<file path="config.mk">
export PLATFORM = sky130hd
export DESIGN_NAME = hfs_fault_status
export DESIGN_NICKNAME = d
export VERILOG_FILES = /design/src/pkg/hfs_pkg.sv /design/src/rtl/hfs_fault_status.sv
export VERILOG_INCLUDE_DIRS = /design/src /design/src/pkg
export SDC_FILE = /design/constraint.sdc
export NUM_CORES = 1
export LEC_CHECK = 0
export BUFFER_PORTS_ARGS = -buffer_cell sky130_fd_sc_hd__buf_4
export CORE_AREA = 2 2 55 57
export DETAILED_ROUTE_END_ITERATION = 16
export DIE_AREA = 0 0 57 59
export PLACE_DENSITY_LB_ADDON = 0.25
export SYNTH_ARGS = -nofsm -noshare
export SYNTH_HDL_FRONTEND = slang
export SYNTH_SLANG_ARGS = --single-unit
</file>
<file path="constraint.sdc">
create_clock -name mclk -period 2 [get_ports mclk]
set_input_delay 0.4 -clock mclk [delete_from_list [all_inputs] [get_ports mclk]]
set_output_delay 0.4 -clock mclk [all_outputs]
set_load 0.005 [all_outputs]
</file>
<file path="src/pkg/hfs_consts.svh">
// constants for the host fault status and error code block
`ifndef HFS_CONSTS_SVH
`define HFS_CONSTS_SVH
`define HFS_ERR_OFFSET 8'h2E
`define HFS_IRQCFG_OFFSET 8'h07
`define HFS_INTSTAT_OFFSET 8'h2D
`define HFS_FAULT_BIT 7
`define HFS_ERR_RESET 8'h00
`define HFS_ERR_NONE 8'h00
`define HFS_ERR_VERSION 8'h10
`define HFS_ERR_UPL_FIRST 8'h11
`define HFS_ERR_UPL_LAST 8'h17
`define HFS_ERR_WDOG 8'h19
`define HFS_ERR_ROMVER 8'h1A
`define HFS_ERR_FATALFW 8'h1B
`define HFS_ERR_NEXT_MISSING 8'h1C
`define HFS_ERR_PAYLOAD_BAD 8'h1D
`endif

</file>
<file path="src/pkg/hfs_pkg.sv">
// types for the host fault status and error code block
package hfs_pkg;
	typedef enum logic [1:0] {
		HFS_ST_RESET,
		HFS_ST_WAIT_CFG,
		HFS_ST_RUN
	} hfs_state_e;
	typedef logic [7:0] hfs_byte_t;
endpackage : hfs_pkg

</file>
<file path="src/rtl/hfs_fault_status.sv">
// reset-or-fault flag, interrupt gating and internal error code register
`timescale 1ns/10ps
`include "hfs_consts.svh"

// Overview of operation
// - a fatal-error interrupt sets bit 7 of the interrupt status word.
// - the flag is set out of reset and cleared when init completes and code starts.
// - after an ordinary reset no interrupt is raised until the host writes the irq config.
// - after a watchdog or fatal reset with retained config, interrupts may be raised at once.
// - the current error code reads at host offset 0x2E, 0x00 meaning no error.
// - fatal error codes are also signalled as an error notification event.
// - upload failures use codes 0x11 to 0x17.
// - firmware version mismatch uses code 0x10, fatal.
// - chained image failures use 0x1C and 0x1D, fatal.
// - the boot stage may raise only bootloader-capable codes; 0x1A never from boot.
module hfs_fault_status (
	// clock and reset
	input wire logic mclk,
	input wire logic srst,
	input wire logic clk_en,
	// host register access
	input wire logic host_wr,
	input wire logic host_rd,
	input wire logic [7:0] host_addr,
	input wire logic [7:0] host_wdata,
	output logic [7:0] host_rdata,
	// core side
	input wire logic init_done,
	input wire logic fatal_irq,
	input wire logic err_wr,
	input wire logic [7:0] err_code,
	input wire logic boot_stage,
	input wire logic warm_reset,
	input wire logic cfg_retained,
	input wire logic irq_req,
	// outputs
	output logic reset_fault,
	output logic host_irq,
	output logic err_event,
	output logic [7:0] err_value
);
	hfs_pkg::hfs_state_e st_q, st_d;
	logic flag_q, flag_d;
	logic irq_ok_q, irq_ok_d;
	logic irq_q, irq_d;
	logic ev_q, ev_d;
	logic [7:0] err_q, err_d;
	logic [7:0] rd_q, rd_d;

	// codes the boot stage is allowed to raise
	function automatic logic boot_ok(input logic [7:0] c);
		boot_ok = (c == `HFS_ERR_NONE) || (c == `HFS_ERR_VERSION) ||
			(c >= `HFS_ERR_UPL_FIRST && c <= `HFS_ERR_UPL_LAST) ||
			(c == `HFS_ERR_WDOG) || (c == `HFS_ERR_FATALFW);
	endfunction : boot_ok

	// codes in the fatal category covered here
	function automatic logic is_fatal(input logic [7:0] c);
		is_fatal = 1'b0;
		if (c >= `HFS_ERR_VERSION && c <= `HFS_ERR_UPL_LAST) begin
			is_fatal = 1'b1;
		end
		if (c >= `HFS_ERR_WDOG && c <= `HFS_ERR_PAYLOAD_BAD) begin
			is_fatal = 1'b1;
		end
	endfunction : is_fatal

	logic cfg_wr;
	logic err_take;
	assign cfg_wr = host_wr && (host_addr == `HFS_IRQCFG_OFFSET);
	assign err_take = err_wr && (!boot_stage || boot_ok(err_code));

	// boot sequence and the reset-or-fault flag
	always_comb begin
		st_d = st_q;
		flag_d = flag_q;
		case (st_q)
			hfs_pkg::HFS_ST_RESET: begin
				flag_d = 1'b1;
				st_d = hfs_pkg::HFS_ST_WAIT_CFG;
			end
			hfs_pkg::HFS_ST_WAIT_CFG: begin
				if (init_done) begin
					flag_d = 1'b0;
					st_d = hfs_pkg::HFS_ST_RUN;
				end
			end
			hfs_pkg::HFS_ST_RUN: begin
				if (init_done) begin
					flag_d = 1'b0;
				end
			end
			default: begin
				st_d = hfs_pkg::HFS_ST_RESET;
			end
		endcase
		// a fatal interrupt beats the init clear in the same cycle
		if (fatal_irq) begin
			flag_d = 1'b1;
		end
	end

	always_ff @(posedge mclk) begin
		if (srst) begin
			st_q <= hfs_pkg::HFS_ST_RESET;
			flag_q <= 1'b1;
		end else if (clk_en) begin
			st_q <= st_d;
			flag_q <= flag_d;
		end
	end

	// interrupt enable and the registered interrupt line
	always_comb begin
		irq_ok_d = irq_ok_q;
		if (st_q == hfs_pkg::HFS_ST_RESET) begin
			// warm_reset and cfg_retained are sampled after release
			irq_ok_d = warm_reset && cfg_retained;
		end
		if (cfg_wr) begin
			irq_ok_d = 1'b1;
		end
		irq_d = (irq_req || fatal_irq) && irq_ok_d;
	end

	always_ff @(posedge mclk) begin
		if (srst) begin
			irq_ok_q <= 1'b0;
			irq_q <= 1'b0;
		end else if (clk_en) begin
			irq_ok_q <= irq_ok_d;
			irq_q <= irq_d;
		end
	end

	// error code register and its notification pulse
	always_comb begin
		err_d = err_q;
		ev_d = 1'b0;
		if (err_take) begin
			err_d = err_code;
			ev_d = is_fatal(err_code);
		end
	end

	always_ff @(posedge mclk) begin
		if (srst) begin
			err_q <= `HFS_ERR_RESET;
			ev_q <= 1'b0;
		end else if (clk_en) begin
			err_q <= err_d;
			ev_q <= ev_d;
		end
	end

	// host read data, registered and held between reads
	always_comb begin
		rd_d = rd_q;
		if (host_rd) begin
			rd_d = 8'h00;
			if (host_addr == `HFS_ERR_OFFSET) begin
				rd_d = err_q;
			end else if (host_addr == `HFS_INTSTAT_OFFSET) begin
				rd_d[`HFS_FAULT_BIT] = flag_q;
			end
		end
	end

	always_ff @(posedge mclk) begin
		if (srst) begin
			rd_q <= 8'h00;
		end else if (clk_en) begin
			rd_q <= rd_d;
		end
	end

	assign host_rdata = rd_q;
	assign reset_fault = flag_q;
	assign host_irq = irq_q;
	assign err_event = ev_q;
	assign err_value = err_q;

	// checker shadows of the interrupt enable, kept apart from the
	// datapath so a broken enable path above cannot hide from them
	logic chk_cfg_q, chk_cfg_d;
	logic chk_warm_q, chk_warm_d;
	logic chk_first_q, chk_first_d;
	logic chk_en;

	always_comb begin
		chk_cfg_d = chk_cfg_q || cfg_wr;
		chk_warm_d = chk_warm_q ||
			(chk_first_q && warm_reset && cfg_retained);
		chk_first_d = 1'b0;
		chk_en = chk_cfg_d || chk_warm_d;
	end

	always_ff @(posedge mclk) begin
		if (srst) begin
			chk_cfg_q <= 1'b0;
			chk_warm_q <= 1'b0;
			chk_first_q <= 1'b1;
		end else if (clk_en) begin
			chk_cfg_q <= chk_cfg_d;
			chk_warm_q <= chk_warm_d;
			chk_first_q <= chk_first_d;
		end
	end

	a_irq_gated: assert property (@(posedge mclk) disable iff (srst)
		host_irq |-> irq_ok_q)
		else $error("interrupt raised before enable");
	a_cold_quiet: assert property (@(posedge mclk) disable iff (srst)
		clk_en && !chk_en |=> !host_irq)
		else $error("interrupt before host configuration");
	a_irq_follow: assert property (@(posedge mclk) disable iff (srst)
		clk_en && (irq_req || fatal_irq) && chk_en |=> host_irq)
		else $error("enabled interrupt not raised");
	a_irq_drop: assert property (@(posedge mclk) disable iff (srst)
		clk_en && !irq_req && !fatal_irq |=> !host_irq)
		else $error("interrupt without a request");
	a_fault_set: assert property (@(posedge mclk) disable iff (srst)
		clk_en && fatal_irq |=> reset_fault)
		else $error("fault flag not set on fatal irq");
	a_fault_rise: assert property (@(posedge mclk) disable iff (srst)
		$rose(reset_fault) |-> $past(fatal_irq))
		else $error("fault flag rose without fatal irq");
	a_flag_reset: assert property (@(posedge mclk)
		$fell(srst) |-> reset_fault)
		else $error("flag not set out of reset");
	a_flag_hold: assert property (@(posedge mclk) disable iff (srst)
		clk_en && !init_done && !fatal_irq
		|=> reset_fault == $past(reset_fault))
		else $error("flag changed without cause");
	a_init_clear: assert property (@(posedge mclk) disable iff (srst)
		clk_en && init_done && !fatal_irq && st_q != hfs_pkg::HFS_ST_RESET
		|=> !reset_fault)
		else $error("flag not cleared after init");
	a_reset_leave: assert property (@(posedge mclk) disable iff (srst)
		clk_en && st_q == hfs_pkg::HFS_ST_RESET
		|=> st_q == hfs_pkg::HFS_ST_WAIT_CFG)
		else $error("boot sequence stuck after reset");
	a_reset_values: assert property (@(posedge mclk)
		srst |=> reset_fault && !host_irq && !err_event &&
		err_value == `HFS_ERR_RESET && host_rdata == 8'h00)
		else $error("outputs not at reset values");

	// error register and its event
	a_err_hold: assert property (@(posedge mclk) disable iff (srst)
		!(clk_en && err_take) |=> $stable(err_value))
		else $error("error code changed without write");
	a_err_load: assert property (@(posedge mclk) disable iff (srst)
		clk_en && err_take |=> err_value == $past(err_code))
		else $error("accepted code not stored");
	a_boot_codes: assert property (@(posedge mclk) disable iff (srst)
		clk_en && err_wr && boot_stage && err_code == `HFS_ERR_ROMVER
		|=> err_value != `HFS_ERR_ROMVER || $past(err_value)
		== `HFS_ERR_ROMVER)
		else $error("boot stage raised late-stage code");
	a_boot_reject: assert property (@(posedge mclk) disable iff (srst)
		clk_en && err_wr && boot_stage &&
		(err_code == `HFS_ERR_ROMVER ||
		err_code == `HFS_ERR_NEXT_MISSING ||
		err_code == `HFS_ERR_PAYLOAD_BAD) |=> $stable(err_value))
		else $error("boot stage code not rejected");
	a_err_event: assert property (@(posedge mclk) disable iff (srst)
		err_event |-> is_fatal(err_value))
		else $error("event for non-fatal code");
	a_event_fatal: assert property (@(posedge mclk) disable iff (srst)
		clk_en && err_take && is_fatal(err_code) |=> err_event)
		else $error("fatal code without event");
	a_event_pulse: assert property (@(posedge mclk) disable iff (srst)
		clk_en && !err_take |=> !err_event)
		else $error("event without accepted code");
	a_err_none: assert property (@(posedge mclk) disable iff (srst)
		clk_en && err_take && err_code == `HFS_ERR_NONE |=> !err_event)
		else $error("event for the no-error code");

	// host reads
	a_err_read: assert property (@(posedge mclk) disable iff (srst)
		clk_en && host_rd && host_addr == `HFS_ERR_OFFSET
		|=> host_rdata == $past(err_value))
		else $error("error register read mismatch");
	a_stat_read: assert property (@(posedge mclk) disable iff (srst)
		clk_en && host_rd && host_addr == `HFS_INTSTAT_OFFSET
		|=> host_rdata == {$past(reset_fault), 7'h00})
		else $error("status read mismatch");
	a_other_read: assert property (@(posedge mclk) disable iff (srst)
		clk_en && host_rd && host_addr != `HFS_ERR_OFFSET &&
		host_addr != `HFS_INTSTAT_OFFSET |=> host_rdata == 8'h00)
		else $error("unmapped read not zero");
	a_rdata_hold: assert property (@(posedge mclk) disable iff (srst)
		clk_en && !host_rd |=> $stable(host_rdata))
		else $error("read data changed without read");
	a_freeze_hold: assert property (@(posedge mclk) disable iff (srst)
		!clk_en |=> $stable(err_value) && $stable(reset_fault) &&
		$stable(host_irq) && $stable(host_rdata))
		else $error("state moved while frozen");

	c_warm_irq: cover property (@(posedge mclk) disable iff (srst)
		warm_reset && cfg_retained ##[1:4] host_irq);
	c_cfg_irq: cover property (@(posedge mclk) disable iff (srst)
		cfg_wr ##[1:8] host_irq);
	c_upload_err: cover property (@(posedge mclk) disable iff (srst)
		err_value == `HFS_ERR_UPL_FIRST);
	c_init: cover property (@(posedge mclk) disable iff (srst)
		$fell(reset_fault));
	c_boot_reject: cover property (@(posedge mclk) disable iff (srst)
		err_wr && boot_stage && !err_take);
endmodule : hfs_fault_status

</file>
Yosys cells after proc, flatten, opt, wreduce, memory -nomap -nowiden

Cells that the tools add are included.

Register bits: 22
Logic and storage cells: 58

Magnitude comparators: 5
Eq/ne operators: 10
Multiplexer cells: 13
Bitwise operators: 1
Reductions and logical operators: 22

Operators by type and width:

| cell                                                   | count |
|---|---|
| == test 8 x 5 -> 1 bit (second input constant)         | 3 |
| >= comparator 8 x 5 -> 1 bit (second input constant)   | 3 |
| == test 8 x 6 -> 1 bit (second input constant)         | 2 |
| <= comparator 8 x 5 -> 1 bit (second input constant)   | 2 |
| 2-to-1 mux 1 bit                                       | 9 |
| == test 8 x 3 -> 1 bit (second input constant)         | 1 |
| zero test 8 bit                                        | 1 |
| logical AND 1 bit                                      | 7 |
| 2-to-1 mux 7 bit                                       | 1 |
| logical OR 1 bit                                       | 6 |
| case mux 2 bit (3 select lines)                        | 1 |
| AND reduction 3 bit                                    | 2 |
| AND reduction 2 bit                                    | 2 |
| inequality test 3 x 1 -> 1 bit (second input constant) | 1 |
| nonzero test 3 bit                                     | 1 |
| == test 2 x 1 -> 1 bit (second input constant)         | 1 |
| == test 2 bit (second input constant)                  | 1 |
| zero test 2 bit                                        | 1 |
| 2-to-1 mux 2 bit                                       | 1 |
| inequality test 2 bit (second input constant)          | 1 |
| case mux 1 bit (2 select lines)                        | 1 |
| OR reduction 2 bit                                     | 1 |
| zero test 1 bit                                        | 1 |
| inverter 1 bit                                         | 1 |

Depth between registers and ports, before layout

Word-level depth: 8
Gate-level depth with buffers: 7

Worst setup path after synthesis

No wires, ideal clock.

Path type: input to register
Start point: input port err_code[5]
End point: register err_q[0] (netlist: err_value[0])
Setup time: 62 ps
Data arrival time: 1,650 ps
Path slack: 288 ps
Stages: 4
Path buffers: 0
Cell sequence: or4b_1 -> a21o_1 -> or4b_1 -> nand3_1

Cells in the longest elaborated chain, start to end: 8

Ends and longest elaborated chain:

| element                                                                       | line                    | source |
|---|---|---|
| start: declaration                                                            | hfs_fault_status.sv:31  | `input wire logic [7:0] err_code,` |
| >= comparator 8 x 5 -> 1 bit (no source line) (tied with other cells)         | --                      |  |
| logical AND 1 bit (no source line) / logical OR 1 bit (equally long branches) | --                      |  |
| logical OR 1 bit (2 in a row)                                                 | hfs_fault_status.sv:52  | `` boot_ok = (c == `HFS_ERR_NONE) \|\| (c == `HFS_ERR_VERSION) \|\| `` |
| logical OR 1 bit (*)                                                          | hfs_fault_status.sv:52  |  |
| logical OR 1 bit (*)                                                          | hfs_fault_status.sv:71  | `assign err_take = err_wr && (!boot_stage \|\| boot_ok(err_code));` |
| logical AND 1 bit (*)                                                         | hfs_fault_status.sv:71  |  |
| AND reduction 2 bit (no source line) (*)                                      | --                      |  |
| end signal: assignment                                                        | hfs_fault_status.sv:148 | `` err_q <= `HFS_ERR_RESET; `` |
| end signal: assignment                                                        | hfs_fault_status.sv:151 | `err_q <= err_d;` |
| end: declaration                                                              | hfs_fault_status.sv:47  | `logic [7:0] err_q, err_d;` |

Every way passes the cells marked *; elsewhere a longest branch is shown, timed or not.
A chain may end at the register's enable or synchronous reset.

Final worst setup path

Same ends and word-level chain as after synthesis.

==> impl_metrics.env <==
export IMPL_timing_clock_skew_ps=0.8460
export IMPL_clkSlewWorstSetupHoldPaths_ps=120
export IMPL_number_of_setup_buffers_added_after_cts=0
export IMPL_first_global_vias=1060
export IMPL_port_buffer_count=46
export IMPL_grt_pass1_wl_um=4547
export IMPL_worst_path_max_fanout=8
export IMPL_worstSetupStartpoint="err_code[5]"
export IMPL_dp_worst_setup_slack_ps=32.48
export IMPL_post_cts_resized_instances=0
export IMPL_synth_cell_types=35
export IMPL_run_status="finished, final reports clean"
export IMPL_routed_wl_um=2862
export IMPL_setup_slack_ps=346.1
export IMPL_post_dp_hpwl_um=2215
export IMPL_drv_max_cap_violation_count=0
export IMPL_mostFrequentLayoutCell="sky130_fd_sc_hd__buf_4"
export IMPL_floorplan_io_pins=55
export IMPL_avgViaCountPerCell=5.587
export IMPL_achievable_frequency_mhz=604.6
export IMPL_nNetsFinal=223
export IMPL_worstSetupStartpointType="input pin"
export IMPL_post_synth_instance_area_um2=1172
export IMPL_h_tree_depth=1
export IMPL_synth_seq_cells=22
export IMPL_critical_path_endpoint_category="flop"
export IMPL_die_width_um=57
export IMPL_vdd_drop_max_uv=395.8
export IMPL_antenna_diode_count=0
export IMPL_final_max_slew_violation_count=0
export IMPL_insertion_delay_ps=300
export IMPL_hold_path_class="in2reg"
export IMPL_syn_inst=139
export IMPL_synthToLayoutAreaGrowth_pct=35.11
export IMPL_drt_pre_antenna_iters=4
export IMPL_crit_path_cell_trace="buf_4 -> or4b_1 -> a21o_1 -> or4b_1 -> nand3_1"
export IMPL_leakagePower_nw=0.6863
export IMPL_grt_antenna_before_repair=0
export IMPL_layout_cells_most_common_list="sky130_fd_sc_hd__buf_4, sky130_fd_sc_hd__dfxtp_1, sky130_fd_sc_hd__nor2_1"
export IMPL_power_density_nw_per_um2=621.3
export IMPL_avgSynthCellArea_um2=8.434
export IMPL_maxSlewHeadroom=0.6188
export IMPL_avgRoutedWirePerCell_um=13.44
export IMPL_min_from="clk_en"
export IMPL_coreArea_um2=2710
export IMPL_postSynthNetCount=179
export IMPL_tritoncts="done"
export IMPL_critical_path_max_stage_delay_ps=540
export IMPL_clock_root_buffer="sky130_fd_sc_hd__clkbuf_4"
export IMPL_cts_hold_buffers_added=0
export IMPL_floorplan_die_height_um=59
export IMPL_grt_overflow=0
export IMPL_dieArea_um2=3363
export IMPL_critical_path_slowest_cell="sky130_fd_sc_hd__or4b_1"
export IMPL_report_final_hold_viol_count=0
export IMPL_initial_utilization=0.4326
export IMPL_worst_ep_required_time_ps=2260
export IMPL_post_route_period_util=0.8269
export IMPL_grt_use_total=0.1701
export IMPL_r2r_start="st_q[1]$_SDFFE_PP0P_"
export IMPL_critical_path_top_delay_family="simple AND/OR/NAND/NOR gates"
export IMPL_vias=1190
export IMPL_post_layout_min_period_ps=1654
export IMPL_clock_path_buffers=2
export IMPL_rsz0062_at_grt="no"
export IMPL_core_rowCount=19
export IMPL_setup_viol=0
export IMPL_synth_seq_area_share=0.3757
export IMPL_drtAntennaViolNets=0
export IMPL_r2r_setup_slack_ps=480
export IMPL_grt_start_max_net_pins=32
export IMPL_globalplace_congestion=0.7907
export IMPL_dr_first_iter_drc_count=50
export IMPL_critical_path_class="in2reg"
export IMPL_cp_num_buf_inv=1
export IMPL_worst_pin_slew_ps=570.4
export IMPL_post_route_cells_drive_above_1_share=0.2857
export IMPL_tritoncts_num_sinks=22
export IMPL_cts_made_buffers=3
export IMPL_tns_ps=0
export IMPL_yosys_warnings=0
export IMPL_critPathMostFrequentCell="sky130_fd_sc_hd__or4b_1"
export IMPL_drc_errors=0
export IMPL_arrival_ps=1910
cells in the mapped netlist:
| library cell | n | area (um^2) |
|---|---|---|
| sky130_fd_sc_hd__a2111oi_0 | 1 | 8.760 |
| sky130_fd_sc_hd__a211oi_1 | 3 | 22.52 |
| sky130_fd_sc_hd__a21o_1 | 1 | 7.510 |
| sky130_fd_sc_hd__a21oi_1 | 5 | 25.02 |
| sky130_fd_sc_hd__a22o_1 | 1 | 8.760 |
| sky130_fd_sc_hd__a22oi_1 | 7 | 52.55 |
| sky130_fd_sc_hd__a311o_1 | 1 | 10.01 |
| sky130_fd_sc_hd__a31oi_1 | 4 | 25.02 |
| sky130_fd_sc_hd__a41o_1 | 1 | 10.01 |
| sky130_fd_sc_hd__buf_1 | 2 | 7.510 |
| sky130_fd_sc_hd__buf_2 | 2 | 10.01 |
| sky130_fd_sc_hd__clkbuf_1 | 4 | 15.01 |
| sky130_fd_sc_hd__dfxtp_1 | 22 | 440.4 |
| sky130_fd_sc_hd__ha_1 | 4 | 50.05 |
| sky130_fd_sc_hd__inv_1 | 5 | 18.77 |
| sky130_fd_sc_hd__mux2i_1 | 2 | 20.02 |
| sky130_fd_sc_hd__nand2_1 | 14 | 52.55 |
| sky130_fd_sc_hd__nand2b_1 | 2 | 12.51 |
| sky130_fd_sc_hd__nand3_1 | 8 | 40.04 |
| sky130_fd_sc_hd__nand3b_1 | 2 | 15.01 |
| sky130_fd_sc_hd__nand4_1 | 1 | 6.260 |
| sky130_fd_sc_hd__nor2_1 | 15 | 56.30 |
| sky130_fd_sc_hd__nor2b_1 | 8 | 50.05 |
| sky130_fd_sc_hd__nor3b_1 | 2 | 15.01 |
| sky130_fd_sc_hd__nor4_1 | 1 | 6.260 |
| sky130_fd_sc_hd__nor4_4 | 1 | 21.27 |
| sky130_fd_sc_hd__nor4b_1 | 5 | 43.79 |
| sky130_fd_sc_hd__o211ai_1 | 1 | 7.510 |
| sky130_fd_sc_hd__o21a_1 | 1 | 7.510 |
| sky130_fd_sc_hd__o21ai_0 | 3 | 15.01 |
| sky130_fd_sc_hd__o32ai_1 | 1 | 8.760 |
| sky130_fd_sc_hd__o41ai_1 | 1 | 8.760 |
| sky130_fd_sc_hd__or3_1 | 1 | 6.260 |
| sky130_fd_sc_hd__or4_1 | 1 | 7.510 |
| sky130_fd_sc_hd__or4b_1 | 6 | 60.06 |
area by class of cell:
cell class / instances / area, um^2
clock buffers: 3 / 22.52
clock inverters: 1 / 30.03
fillers: 267 / 1126
inverters: 5 / 18.77
multi-input cells: 104 / 680.7
flip-flops and latches: 22 / 440.4
well taps: 31 / 38.79
repair buffers: 47 / 352.8
per-layer routing:
| metal | track usage | vias to the layer above | share of wire |
|---|---|---|---|
| met2 | 0.2857 | 39 | 0.45 |
| met4 | 0.05316 | 0 | 0.010 |
| li1 | - | 603 | - |
| met5 | 0 | - | 0 |
| met1 | 0.2196 | 544 | 0.47 |
| met3 | 0.03712 | 4 | 0.074 |
worst paths after layout:
kind | endpoint | cells after the start
max | err_value[0]$_SDFFE_PP0P_ | 5
min | irq_ok_q$_SDFFE_PP0P_ | 2
min reg2reg | host_irq$_SDFFE_PP0P_ | 2
max reg2reg | st_q[0]$_SDFFE_PP0P_ | 6
state kept, by name, summed over array words and instances (netlist names):
name         cells
err_value        8
host_rdata       8
st_q             2
err_event        1
host_irq         1
irq_ok_q         1
reset_fault      1
stage by stage:
stage | hold slack [ps] | total power [mW] | instance area, um^2 | utilization | cells
after floorplan | 463.5 | 0.5704 | 1172 | - | 139
after global placement | 463.8 | 0.6484 | 1531 | 0.5651 | 209
after detailed placement | 456.6 | 0.6560 | 1531 | 0.5651 | 209
after CTS | 354.0 | 0.9918 | 1584 | 0.5845 | 213
after global routing | 363.1 | 1.025 | 1584 | 0.5845 | 213
final | 362.5 | 0.9842 | 1584 | 0.5845 | 213
power by group:
group          internal [mW]  switching [mW]  leakage, nW
registers              0.456          0.0149        0.179
clock network          0.202           0.136       0.0279
logic                 0.0901          0.0850        0.480
cells by family after synthesis:
logic type / after synthesis / synth area share
adder cells (fa/ha/maj): 4 / 0.04269
AO/OA/AOI/OAI: 31 / 0.1857
buffers and inverters: 13 / 0.04376
flip-flops: 22 / 0.3757
AND/OR/NAND/NOR: 67 / 0.3351
multiplexers: 2 / 0.01708
Power figures use the tool's default switching activity.
